File: src/qbs_consts.svh
// register offsets, bit positions and reset values of the status/mask block
`ifndef QBS_CONSTS_SVH
`define QBS_CONSTS_SVH

`define QBS_ADDR_CORE01_STATUS 8'h1c
`define QBS_ADDR_CORE23_STATUS 8'h1d
`define QBS_ADDR_TOP_MASK 8'h1e
`define QBS_ADDR_CORE01_MASK 8'h1f

// per-core status byte layout, even core low nibble, odd core high nibble
`define QBS_BIT_EVEN_OC 0
`define QBS_BIT_EVEN_RSV 1
`define QBS_BIT_EVEN_LOW 2
`define QBS_BIT_EVEN_EN 3
`define QBS_BIT_ODD_OC 4
`define QBS_BIT_ODD_RSV 5
`define QBS_BIT_ODD_LOW 6
`define QBS_BIT_ODD_EN 7
`define QBS_STATUS_RESET 8'h00

// top mask layout
`define QBS_BIT_LOAD_READY_MASK 0
`define QBS_BIT_REG_RESET_MASK 1
`define QBS_BIT_THERMAL_MASK 2
`define QBS_TOP_MASK_RESET 8'h02
`define QBS_TOP_MASK_WRITABLE 8'hff

// core 0/1 mask layout
`define QBS_BIT_CORE0_OC_MASK 0
`define QBS_BIT_CORE0_GOOD_MASK 2
`define QBS_BIT_CORE1_OC_MASK 4
`define QBS_BIT_CORE1_GOOD_MASK 6
`define QBS_CORE01_MASK_RESET 8'h55
`define QBS_CORE01_MASK_WRITABLE 8'hdd

// latched event vector layout
`define QBS_EV_LOAD_READY 0
`define QBS_EV_REG_RESET 1
`define QBS_EV_THERMAL 2
`define QBS_EV_CORE0_OC 3
`define QBS_EV_CORE0_GOOD 4
`define QBS_EV_CORE1_OC 5
`define QBS_EV_CORE1_GOOD 6
`define QBS_EV_COUNT 7

`define QBS_READ_IDLE 8'h00

`endif

File: src/qbs_pkg.sv
// shared types of the status/mask block
package qbs_pkg;
  typedef logic [7:0] qbs_byte_type;
  // which register a read selects
  typedef enum logic [2:0] {
    QBS_SEL_NONE = 3'b000,
    QBS_SEL_CORE01_STATUS = 3'b001,
    QBS_SEL_CORE23_STATUS = 3'b010,
    QBS_SEL_TOP_MASK = 3'b011,
    QBS_SEL_CORE01_MASK = 3'b100
  } qbs_sel_type;
endpackage

File: src/qbs_core_status.sv
// status byte for one pair of converter cores, sampled every cycle
`timescale 1ns/10ps
`include "qbs_consts.svh"
module qbs_core_status
  import qbs_pkg::*;
(
  input wire logic clk,
  input wire logic rstn,
  input wire logic even_enabled,
  input wire logic even_low,
  input wire logic even_overcurrent,
  input wire logic odd_enabled,
  input wire logic odd_low,
  input wire logic odd_overcurrent,
  output qbs_byte_type status
);
  // assembled raw byte, reserved lanes tied low
  qbs_byte_type next_status;

  assign next_status[`QBS_BIT_EVEN_OC] = even_overcurrent;
  assign next_status[`QBS_BIT_EVEN_RSV] = 1'b0;
  assign next_status[`QBS_BIT_EVEN_LOW] = even_low;
  assign next_status[`QBS_BIT_EVEN_EN] = even_enabled;
  assign next_status[`QBS_BIT_ODD_OC] = odd_overcurrent;
  assign next_status[`QBS_BIT_ODD_RSV] = 1'b0;
  assign next_status[`QBS_BIT_ODD_LOW] = odd_low;
  assign next_status[`QBS_BIT_ODD_EN] = odd_enabled;

  // resample every cycle, no host refresh needed
  always_ff @(posedge clk) begin
    if (!rstn) begin
      status <= `QBS_STATUS_RESET;
    end else begin
      status <= next_status;
    end
  end

  status_enable_a: assert property (@(posedge clk) disable iff (!rstn)
    ##1 (status[`QBS_BIT_EVEN_EN] == $past(even_enabled) &&
         status[`QBS_BIT_ODD_EN] == $past(odd_enabled)))
    else $error("enable status bit does not follow core");
  status_low_a: assert property (@(posedge clk) disable iff (!rstn)
    $rose(odd_low) |=> status[`QBS_BIT_ODD_LOW] &&
      $rose(status[`QBS_BIT_ODD_LOW]))
    else $error("output low bit late or wrong");
  status_oc_a: assert property (@(posedge clk) disable iff (!rstn)
    even_overcurrent [*2] |=> status[`QBS_BIT_EVEN_OC] [*1])
    else $error("current limit bit not shown");
  status_rsv_a: assert property (@(posedge clk) disable iff (!rstn)
    !status[`QBS_BIT_EVEN_RSV] && !status[`QBS_BIT_ODD_RSV])
    else $error("reserved status bit set");
endmodule

File: src/qbs_event_latch.sv
// sticky event flags, cleared by a one written to the bit position
`timescale 1ns/10ps
`include "qbs_consts.svh"
module qbs_event_latch
  import qbs_pkg::*;
#(
  parameter int WIDTH = `QBS_EV_COUNT
)
(
  input wire logic clk,
  input wire logic rstn,
  input wire logic [WIDTH-1:0] set,
  input wire logic [WIDTH-1:0] clear,
  output logic [WIDTH-1:0] flags
);
  // width must hold at least one flag
  if (WIDTH < 1) begin : g_bad_width
    $error("qbs_event_latch needs WIDTH of at least 1");
  end

  // set outranks clear so an event in the clear cycle survives
  wire [WIDTH-1:0] next_flags = set | (flags & ~clear);

  // flags hold until cleared
  always_ff @(posedge clk) begin
    if (!rstn) begin
      flags <= '0;
    end else begin
      flags <= next_flags;
    end
  end

  latch_hold_a: assert property (@(posedge clk) disable iff (!rstn)
    (flags[0] && !clear[0] && !set[0]) |=> flags[0])
    else $error("flag dropped without a clear");
  latch_clear_a: assert property (@(posedge clk) disable iff (!rstn)
    (clear[0] && !set[0]) |=> !flags[0])
    else $error("flag not cleared by written one");
  latch_setwin_a: assert property (@(posedge clk) disable iff (!rstn)
    set[WIDTH-1] |=> flags[WIDTH-1])
    else $error("event lost against a clear");
endmodule

File: src/qbs_status_irq.sv
// status and interrupt mask registers of the four-core regulator
`timescale 1ns/10ps
`include "qbs_consts.svh"
//
// Function
// - core 0/1 enable shown at bits 3, 7
// - core 2/3 enable shown at bits 3, 7
// - output-low raw at bit 2 or 6
// - current-limit raw at bit 0 or 4
// - status read-only, reserved zero, reset zero
// - thermal mask bit 2, resets 0
// - register-reset mask bit 1, resets 1
// - load-ready mask bit 0, resets 0
// - top mask bits 7:3 spare, reset 0
// - power-good masks bits 6, 2 reset 1
// - current-limit masks bits 4, 0 reset 1
// - core mask bits 5,1 zero; 7,3 spare
// - flags stay until host writes one
// - power-good flag on reaching threshold
module qbs_status_irq
  import qbs_pkg::*;
#(
  parameter int NUM_CORES = 4
)
(
  input wire logic clk,
  input wire logic rstn,
  input wire logic [NUM_CORES-1:0] core_enabled_flag,
  input wire logic [NUM_CORES-1:0] core_output_low_raw,
  input wire logic [NUM_CORES-1:0] core_overcurrent_raw,
  input wire logic thermal_warning_raw,
  input wire logic reg_reset_pulse,
  input wire logic load_ready_pulse,
  input wire logic [7:0] reg_addr,
  input wire logic reg_wr,
  input wire logic reg_rd,
  input wire qbs_byte_type reg_wdata,
  output qbs_byte_type reg_rdata,
  input wire logic [`QBS_EV_COUNT-1:0] event_clear,
  output logic [`QBS_EV_COUNT-1:0] event_flags,
  output logic irq
);
  // two status bytes cover exactly four cores
  if (NUM_CORES != 4) begin : g_bad_cores
    $error("qbs_status_irq serves exactly four cores");
  end

  localparam int NUM_PAIRS = NUM_CORES / 2;

  // status bytes, one per core pair
  qbs_byte_type pair_status [NUM_PAIRS];
  // mask registers
  qbs_byte_type top_event_mask;
  qbs_byte_type core01_event_mask;
  // previous samples for edge detection
  logic thermal_prev;
  logic [1:0] low_prev;
  // event set vector into the latch
  logic [`QBS_EV_COUNT-1:0] event_set;
  // read path
  qbs_sel_type read_sel;
  qbs_byte_type next_rdata;
  logic next_irq;

  // one status byte per pair; pair 1 is the core 2/3 register
  // the odd core of a pair fills the high nibble
  for (genvar p = 0; p < NUM_PAIRS; p++) begin : g_pair
    qbs_core_status u_status (
      .clk(clk),
      .rstn(rstn),
      .even_enabled(core_enabled_flag[2*p]),
      .even_low(core_output_low_raw[2*p]),
      .even_overcurrent(core_overcurrent_raw[2*p]),
      .odd_enabled(core_enabled_flag[2*p+1]),
      .odd_low(core_output_low_raw[2*p+1]),
      .odd_overcurrent(core_overcurrent_raw[2*p+1]),
      .status(pair_status[p])
    );
  end

  // named mask fields
  wire load_ready_irq_mask = top_event_mask[`QBS_BIT_LOAD_READY_MASK];
  wire reg_reset_irq_mask = top_event_mask[`QBS_BIT_REG_RESET_MASK];
  wire thermal_warning_irq_mask = top_event_mask[`QBS_BIT_THERMAL_MASK];
  wire core0_overcurrent_irq_mask =
    core01_event_mask[`QBS_BIT_CORE0_OC_MASK];
  wire core0_good_irq_mask = core01_event_mask[`QBS_BIT_CORE0_GOOD_MASK];
  wire core1_overcurrent_irq_mask =
    core01_event_mask[`QBS_BIT_CORE1_OC_MASK];
  wire core1_good_irq_mask = core01_event_mask[`QBS_BIT_CORE1_GOOD_MASK];

  // event detection; masks never touch the raw bits or the flags
  wire thermal_warning_event = thermal_warning_raw && !thermal_prev;
  // output leaving the low state means the threshold was reached
  wire core0_good_event = low_prev[0] && !core_output_low_raw[0];
  wire core1_good_event = low_prev[1] && !core_output_low_raw[1];
  // current limit keeps setting its flag while active
  wire core0_overcurrent_event = core_overcurrent_raw[0];
  wire core1_overcurrent_event = core_overcurrent_raw[1];
  // cores 2 and 3 raise no events here; their flags live elsewhere

  assign event_set[`QBS_EV_LOAD_READY] = load_ready_pulse;
  assign event_set[`QBS_EV_REG_RESET] = reg_reset_pulse;
  assign event_set[`QBS_EV_THERMAL] = thermal_warning_event;
  assign event_set[`QBS_EV_CORE0_OC] = core0_overcurrent_event;
  assign event_set[`QBS_EV_CORE0_GOOD] = core0_good_event;
  assign event_set[`QBS_EV_CORE1_OC] = core1_overcurrent_event;
  assign event_set[`QBS_EV_CORE1_GOOD] = core1_good_event;

  // sticky flags, one-written clears
  qbs_event_latch #(
    .WIDTH(`QBS_EV_COUNT)
  ) u_latch (
    .clk(clk),
    .rstn(rstn),
    .set(event_set),
    .clear(event_clear),
    .flags(event_flags)
  );

  // mask vector in the layout of the flag vector
  // the order must match the flags, or a mask hides the wrong one
  wire [`QBS_EV_COUNT-1:0] event_mask = {
    core1_good_irq_mask, core1_overcurrent_irq_mask,
    core0_good_irq_mask, core0_overcurrent_irq_mask,
    thermal_warning_irq_mask, reg_reset_irq_mask, load_ready_irq_mask};

  // a zero mask bit lets its flag through
  assign next_irq = |(event_flags & ~event_mask);

  // write decode
  // status addresses are not decoded, so writes there are dropped
  wire wr_top_mask = reg_wr && (reg_addr == `QBS_ADDR_TOP_MASK);
  wire wr_core01_mask = reg_wr && (reg_addr == `QBS_ADDR_CORE01_MASK);
  // read-only lanes of the core mask keep their zero
  wire [7:0] core01_mask_wval = reg_wdata & `QBS_CORE01_MASK_WRITABLE;

  // edge detector history
  always_ff @(posedge clk) begin
    if (!rstn) begin
      // idle levels, so no false edge follows reset
      thermal_prev <= 1'b0;
      low_prev <= 2'b00;
    end else begin
      thermal_prev <= thermal_warning_raw;
      low_prev <= core_output_low_raw[1:0];
    end
  end

  // top mask, every bit writable including spare high bits
  always_ff @(posedge clk) begin
    if (!rstn) begin
      top_event_mask <= `QBS_TOP_MASK_RESET;
    end else if (wr_top_mask) begin
      // spare bits keep whatever the host wrote
      top_event_mask <= reg_wdata & `QBS_TOP_MASK_WRITABLE;
    end
  end

  // core 0/1 mask; status writes are simply not decoded
  always_ff @(posedge clk) begin
    if (!rstn) begin
      core01_event_mask <= `QBS_CORE01_MASK_RESET;
    end else if (wr_core01_mask) begin
      // lanes 5 and 1 stay zero whatever is written
      core01_event_mask <= core01_mask_wval;
    end
  end

  // read select
  // priority order does not matter, the addresses are distinct
  assign read_sel =
    (reg_addr == `QBS_ADDR_CORE01_STATUS) ? QBS_SEL_CORE01_STATUS :
    (reg_addr == `QBS_ADDR_CORE23_STATUS) ? QBS_SEL_CORE23_STATUS :
    (reg_addr == `QBS_ADDR_TOP_MASK) ? QBS_SEL_TOP_MASK :
    (reg_addr == `QBS_ADDR_CORE01_MASK) ? QBS_SEL_CORE01_MASK :
    QBS_SEL_NONE;

  // read mux; unmapped addresses return zero
  always_comb begin
    case (read_sel)
      QBS_SEL_CORE01_STATUS: begin
        // cores 0 and 1, raw conditions
        next_rdata = pair_status[0];
      end
      QBS_SEL_CORE23_STATUS: begin
        // cores 2 and 3, raw conditions
        next_rdata = pair_status[1];
      end
      QBS_SEL_TOP_MASK: begin
        // all eight bits as written
        next_rdata = top_event_mask;
      end
      QBS_SEL_CORE01_MASK: begin
        // read-only lanes already hold zero
        next_rdata = core01_event_mask;
      end
      default: begin
        // unmapped address
        next_rdata = `QBS_READ_IDLE;
      end
    endcase
  end

  // read data stands until the next read
  // a write in the same cycle is not seen; the old value is read
  always_ff @(posedge clk) begin
    if (!rstn) begin
      reg_rdata <= `QBS_READ_IDLE;
    end else if (reg_rd) begin
      reg_rdata <= next_rdata;
    end
  end

  // registered interrupt level, one cycle behind the flags
  // registered so the pin cannot glitch while flags settle
  always_ff @(posedge clk) begin
    if (!rstn) begin
      irq <= 1'b0;
    end else begin
      irq <= next_irq;
    end
  end

  irq_raise_a: assert property (@(posedge clk) disable iff (!rstn)
    |(event_flags & ~event_mask) |=> irq)
    else $error("interrupt missing for unmasked flag");
  irq_drop_a: assert property (@(posedge clk) disable iff (!rstn)
    (event_flags & ~event_mask) == '0 |=> !irq)
    else $error("interrupt with no unmasked flag");
  mask_reset_a: assert property (@(posedge clk)
    !rstn |=> (top_event_mask == `QBS_TOP_MASK_RESET &&
               core01_event_mask == `QBS_CORE01_MASK_RESET))
    else $error("mask reset value wrong");
  mask_ro_a: assert property (@(posedge clk) disable iff (!rstn)
    (core01_event_mask & ~`QBS_CORE01_MASK_WRITABLE) == 8'h00)
    else $error("read-only mask bit set");
  top_write_a: assert property (@(posedge clk) disable iff (!rstn)
    wr_top_mask |=> top_event_mask == $past(reg_wdata))
    else $error("top mask write lost");
  good_event_a: assert property (@(posedge clk) disable iff (!rstn)
    $fell(core_output_low_raw[0]) |=> event_flags[`QBS_EV_CORE0_GOOD])
    else $error("power-good flag not set");
  mask_keeps_flag_a: assert property (@(posedge clk)
    disable iff (!rstn)
    (core0_good_event && core0_good_irq_mask) |=>
      event_flags[`QBS_EV_CORE0_GOOD])
    else $error("mask altered the flag");

  // read path: a register reaches the data port at the strobe edge
  read_top_a: assert property (@(posedge clk) disable iff (!rstn)
    (reg_rd && reg_addr == `QBS_ADDR_TOP_MASK) |=>
      reg_rdata == $past(top_event_mask))
    else $error("top mask read wrong");
  read_pair_a: assert property (@(posedge clk) disable iff (!rstn)
    (reg_rd && reg_addr == `QBS_ADDR_CORE23_STATUS) |=>
      reg_rdata == $past(pair_status[1]))
    else $error("core 2/3 status read wrong");
  read_mask_a: assert property (@(posedge clk) disable iff (!rstn)
    (reg_rd && reg_addr == `QBS_ADDR_CORE01_MASK) |=>
      (reg_rdata & ~`QBS_CORE01_MASK_WRITABLE) == 8'h00)
    else $error("read-only mask lane read as one");
  read_none_a: assert property (@(posedge clk) disable iff (!rstn)
    (reg_rd && read_sel == QBS_SEL_NONE) |=> reg_rdata == `QBS_READ_IDLE)
    else $error("unmapped address read not zero");
  // data port holds between strobes, so a slow host may read it late
  read_hold_a: assert property (@(posedge clk) disable iff (!rstn)
    !reg_rd |=> $stable(reg_rdata))
    else $error("read data moved without a strobe");

  // status addresses take no writes, so no mask may move
  status_wr_a: assert property (@(posedge clk) disable iff (!rstn)
    (reg_wr && (reg_addr == `QBS_ADDR_CORE01_STATUS ||
                reg_addr == `QBS_ADDR_CORE23_STATUS)) |=>
      $stable(top_event_mask) && $stable(core01_event_mask))
    else $error("status write reached a mask");
  // flag sources
  thermal_flag_a: assert property (@(posedge clk)
    disable iff (!rstn)
    $rose(thermal_warning_raw) |=> event_flags[`QBS_EV_THERMAL])
    else $error("thermal warning flag not set");
  oc_flag_a: assert property (@(posedge clk) disable iff (!rstn)
    core_overcurrent_raw[1] |=> event_flags[`QBS_EV_CORE1_OC])
    else $error("current limit flag not set");

  // an unmasked flag reaches the pin, checked for five of the seven mask lanes (not core 0 power-good or core 1 current limit)
  load_pass_a: assert property (@(posedge clk) disable iff (!rstn)
    (event_flags[`QBS_EV_LOAD_READY] && !load_ready_irq_mask) |=> irq)
    else $error("load ready flag not reaching interrupt");
  reset_pass_a: assert property (@(posedge clk)
    disable iff (!rstn)
    (event_flags[`QBS_EV_REG_RESET] && !reg_reset_irq_mask) |=> irq)
    else $error("register reset flag not reaching interrupt");
  thermal_pass_a: assert property (@(posedge clk)
    disable iff (!rstn)
    (event_flags[`QBS_EV_THERMAL] && !thermal_warning_irq_mask) |=> irq)
    else $error("thermal flag not reaching interrupt");
  good_pass_a: assert property (@(posedge clk) disable iff (!rstn)
    (event_flags[`QBS_EV_CORE1_GOOD] && !core1_good_irq_mask) |=> irq)
    else $error("power-good flag not reaching interrupt");
  oc_pass_a: assert property (@(posedge clk) disable iff (!rstn)
    (event_flags[`QBS_EV_CORE0_OC] && !core0_overcurrent_irq_mask) |=> irq)
    else $error("current limit flag not reaching interrupt");
endmodule

File: config.mk
export PLATFORM = sky130hd
export DESIGN_NAME = qbs_status_irq
export DESIGN_NICKNAME = d
export VERILOG_FILES = /design/src/qbs_pkg.sv /design/src/qbs_core_status.sv /design/src/qbs_event_latch.sv /design/src/qbs_status_irq.sv
export VERILOG_INCLUDE_DIRS = /design/src
export SDC_FILE = /design/constraint.sdc
export NUM_CORES = 1
export LEC_CHECK = 0
export ABC_AREA = 0
export BUFFER_PORTS_ARGS = -buffer_cell sky130_fd_sc_hd__buf_2
export CORE_MARGIN = 2
export CORE_UTILIZATION = 40
export DETAILED_ROUTE_END_ITERATION = 16
export GPL_ROUTABILITY_DRIVEN = 1
export HOLD_SLACK_MARGIN = 0.06
export PLACE_DENSITY_LB_ADDON = 0.3
export SLEW_MARGIN = 20
export SYNTH_ARGS = -nofsm -noshare
export SYNTH_HDL_FRONTEND = slang
export SYNTH_SLANG_ARGS = --single-unit
File: constraint.sdc
create_clock -name clk -period 3.02 [get_ports clk]
set_clock_uncertainty 0.15 [all_clocks]
set_input_delay 0.151 -clock clk [delete_from_list [all_inputs] [get_ports clk]]
set_output_delay 0.151 -clock clk [all_outputs]
set_load 0.05 [all_outputs]
== After elaboration in Yosys (flattened, before gate mapping) ==
Index checks and enable logic that the tools add are counted.
W data, S select, Z words.
Storage, ports and cells
  output and inout port bits: 16
  register bits: 49
  logic and storage cells: 38
  input bits: 42
Cells by class
  reduce and logical (&&, ||, !) cells: 9
  multiplexer cells: 5
  bitwise logic cells: 5
  equal/unequal tests: 8
Operator list (number)
  $eq A8 B5 Y1 const B: 4
  $pmux W8 S4: 1
  $and A7 B7 Y7: 2
  $not A7 Y7: 2
  $mux W3: 4
  $or A7 B7 Y7: 1
  $reduce_or A7 Y1: 1
  $eq A3 B2 Y1 const B: 2
  $logic_and A1 B1 Y1: 5
  $eq A3 B1 Y1 const B: 1
  $eq A3 B3 Y1 const B: 1
  $logic_not A1 Y1: 3

== Longest topological paths before layout ==
  word-level depth: 7
  mapped depth: 5
  gate-level depth less buffers: 3

== Cells and area by module ==
A second synthesis with hierarchy kept.
Unflattened totals
  cells, all modules: 167
  area, all modules: 1883.1 um2
By module, submodules not included
  qbs_status_irq: cells an instance 116, area an instance 1293.7 um2, sequential area each 520.5 um2, times used 1
  qbs_core_status: cells an instance 15, area an instance 176.4 um2, sequential area each 120.1 um2, times used 2
  qbs_event_latch: cells an instance 21, area an instance 236.5 um2, sequential area each 140.1 um2, times used 1

== Least setup slack after synthesis ==
OpenSTA, ideal clock, no wires.
  kind: input port to flip-flop
  start: input reg_addr[5]
  end: register core01_event_mask[0]
  cell stages on the path: 3
  setup slack: 1542 ps
  library setup time: 72 ps
  buffers on the path: 0
  required time: 2798 ps
  data arrival time: 1256 ps
  cell sequence: or4b_4 nor3_4 mux2i_1
Between the ends
  cells in the longest elaborated chain, start to end: 2
RTL lines
  from (decl): line qbs_status_irq.sv:34  | input wire logic [7:0] reg_addr,
  $eq A8 B5 Y1 (no source line)
  $logic_and A1 B1 Y1: line qbs_status_irq.sv:134  | wire wr_core01_mask = reg_wr && (reg_addr == `QBS_ADDR_CORE01_MASK);
  to (signal assigned): line qbs_status_irq.sv:163  | core01_event_mask <= `QBS_CORE01_MASK_RESET;
  to (signal assigned): line qbs_status_irq.sv:166  | core01_event_mask <= core01_mask_wval;
  to (decl): line qbs_status_irq.sv:54  | qbs_byte_type core01_event_mask;
No other way between the ends.
A chain may end at the register's enable or synchronous reset.

== Final worst setup path ==
  start: input reg_addr[5]
  end: register top_event_mask[1]
Between the ends
  cells in the longest elaborated chain, start to end: 2
RTL lines
  $eq A8 B5 Y1 (no source line)
  $logic_and A1 B1 Y1: line qbs_status_irq.sv:133  | wire wr_top_mask = reg_wr && (reg_addr == `QBS_ADDR_TOP_MASK);
  to (signal assigned): line qbs_status_irq.sv:153  | top_event_mask <= `QBS_TOP_MASK_RESET;
  to (signal assigned): line qbs_status_irq.sv:156  | top_event_mask <= reg_wdata & `QBS_TOP_MASK_WRITABLE;
  to (decl): line qbs_status_irq.sv:53  | qbs_byte_type top_event_mask;
No other way between the ends.

==> results.tsv <==
stage	metric	value	unit
timing	fmax	0.658	GHz
power	ir_drop	0.000317	V
clocking	cts_made_buffers	5	
timing	worst_pin_slew	0.564	ns
floorplan	num_rows	23	
logic_synthesis	synth_edf_count	0	
logic_synthesis	avgSynthCellArea	10.6	um^2
layout	syn_to_final_growth	43.4	%
detailed_routing	wire_per_inst	13.1	um
clocking	cts.path.max_buffers	2	
timing	setup_viol	0	
floorplan	die-area	4800	um^2
power	power.total	1.16	mW
global_routing	grt_remaining_overflow	0	
layout	nets	291	
logic_synthesis	synthFlopType	dfxtp_1	
logic_synthesis	synth_seq_cells	43	
worst_setup_path	critPathKind	in2reg	
global_routing	track_usage	0.173	
layout	final_core_util	0.603	
global_routing	grt_pass1_wl	6.63	mm
worst_setup_path	slowest_stage	dlygate4sd3_1	
timing	slew_headroom	0.619	
logic_synthesis	synth-seq-area-share	0.505	
floorplan	start_util	0.420	
flow_run	cap_violations	0	
global_routing	grt_pass1_vias	1430	
timing	fin_setup_tns	0	ns
layout	nFillCells	344	
power	leakagePower	1.05	nW
clocking	root_buffer	clkbuf_8	
layout	design_area	2440	um^2
outcome	status	completed	
clocking	worstSkewPairLatency	0.29	ns
floorplan	fp.dieW	69.3	um
logic_synthesis	async_flop_share	0	
clocking	post-cts-setup-buffers	0	
worst_setup_path	required	3.09	ns
clocking	cts_sinks	43	
detailed_routing	ant_nets	0	
place	gp_congestion	0.767	
timing	final_hold_viol_count	0	
clocking	clk_pin_slew	0.08	ns
global_routing	antenna_found_initial	0	
layout	final-instance-count-excl-fill	299	
place	dp_hpwl	2.54	mm
worst_setup_path	arrival	1.59	ns
detailed_routing	routed_via_density	4.90	
logic_synthesis	syn-instance-count	161	
global_routing	grt_max_degree	55	
logic_synthesis	syn-num-nets	203	
clocking	cts_tree	yes	
worst_setup_path	endpoint_kind	flip-flop	
worst_setup_path	crit_buf_inv	2	
layout	ff_latch_area	861	um^2
logic_synthesis	ys_types	27	
floorplan	die_h	69.3	um
place	placedInstanceArea	2020	um^2
timing	drv_slew	0	
layout	multiInputGateArea	764	um^2
logic_synthesis	yosys_warnings	0	
timing	min_period_over_period	0.503	
floorplan	io_pins	58	
detailed_routing	drt-initial-drc-count	48	
power	p_per_area	474	nW/um^2
layout	drive_gt1_frac	0.293	
timing	grt_setup_unrepaired	false	
timing	min_period	1.52	ns
detailed_routing	drtPass1Iterations	4	
detailed_routing	num_vias	1466	
place	port_buffers	57	
floorplan	coreArea	4060	um^2
worst_setup_path	start_kind	primary input	
worst_setup_path	crit_fanout	4	
clocking	htree_levels	2	
logic_synthesis	syn_area	1710	um^2
detailed_routing	routed_wl	3.91	mm
worst_setup_path	critPathTopFamily	buffers and inverters	
layout	diodes	0	
place	placed_cells	260	
worst_setup_path	path_cells	buf_2 > nor4b_1 > nand4_1 > dlygate4sd3_1 > o211ai_1	
hold_path	hold_path_class	in2reg	
worst_setup_path	crit_path_max_incr_delay	0.58	ns
detailed_routing	post-route-drc-count	0	
-- final timing paths --
check | from | endpoint | slack (ns) | depth (start not counted)
max | reg_addr[5] | top_event_mask[1] | 1.50 | 5
min reg2reg | core01_event_mask[7] | core01_event_mask[7] | 0.32 | 2
min | reg_addr[5] | reg_rdata[1] | 0.07 | 4
max reg2reg | u_latch.flags[0] | u_latch.flags[0] | 1.60 | 3
-- logic make-up after synthesis --
group | share of synthesized area
buffers and inverters | 0.0470
multiplexers | 0.156
AO/OA/AOI/OAI | 0.0946
AND/OR/NAND/NOR | 0.198
flip-flops | 0.505
-- cells in the mapped netlist, types with 2 or more instances --
cell type  count  share of area
dfxtp_1       43           0.50
nand2_1       20          0.044
and2_1        16          0.059
mux2i_1       13          0.076
inv_1         11          0.024
nor2b_1        9          0.033
clkbuf_1       7          0.015
a32o_1         6          0.035
mux4_2         6          0.079
o22ai_1        5          0.018
o21a_1         4          0.018
nand4_1        3          0.011
nor2_1         3         0.0066
a21boi_0       2         0.0088
-- power by group --
group          total [mW]  leakage (nW)  switching, mW  internal [mW]
clock network       0.419        0.0513          0.177          0.242
logic               0.150         0.644         0.0724         0.0778
registers           0.588         0.352        0.00564          0.583
total                1.16          1.05          0.255          0.903
-- tightest hold or removal path, cell delays in order --
cell and delay (ns):
buf_2 0.09, nor4b_1 0.07, nand4_1 0.09, a21boi_0 0.07
-- per-stage QoR --
stage               setup slack, ns  hold slack (ns)
floorplan                      1.54            0.123
global placement               1.26            0.207
detailed placement             1.22            0.206
CTS                            1.50           0.0696
global route                   1.37            0.107
finish                         1.50           0.0734
-- registers in the layout, summed over array words and instances (netlist names) --
| register | flops |
|---|---|
| top_event_mask | 8 |
| core01_event_mask | 6 |
| irq | 1 |
| low_prev | 1 |
| reg_rdata | 8 |
| g_pair.u_status.status | 11 |
| u_latch.flags | 7 |
| thermal_prev | 1 |
-- repair_timing --
| action | CTS | global route |
|---|---|---|
| endpoints found under the hold margin | 36 | 0 |
| resized for setup | 0 | 0 |
| hold buffers | 32 | 0 |
| setup endpoints to repair | 0 | 0 |
-- cell usage in the layout, fill, tap and decap left out, types with 4 or more instances in the layout --
cell            n
and2_1         16
buf_2          57
nor2b_1         9
inv_1          11
o22ai_1         5
dlygate4sd3_1  32
mux2i_1        13
mux4_2          6
nand2_1        20
clkbuf_8        5
a32o_1          6
dfxtp_1        43
o21a_1          4
-- metal layers --
| layer | track usage | wire length [um] |
|---|---|---|
| met5 | 0 | 0 |
| met3 | 0.0523 | 239 |
| met4 | 0.0719 | 76 |
| met1 | 0.212 | 1760 |
| met2 | 0.284 | 1840 |
-- cell type report --
type | count | share of cell area
Clock inverter | 1 | 0.0123
Clock buffer | 6 | 0.0297
Tap cell | 50 | 0.0256
Inverter | 11 | 0.0169
Multi-Input combinational cell | 98 | 0.313
Timing Repair Buffer | 90 | 0.251
Sequential cell | 43 | 0.352
No activity file was read; power rests on OpenSTA's default activity.
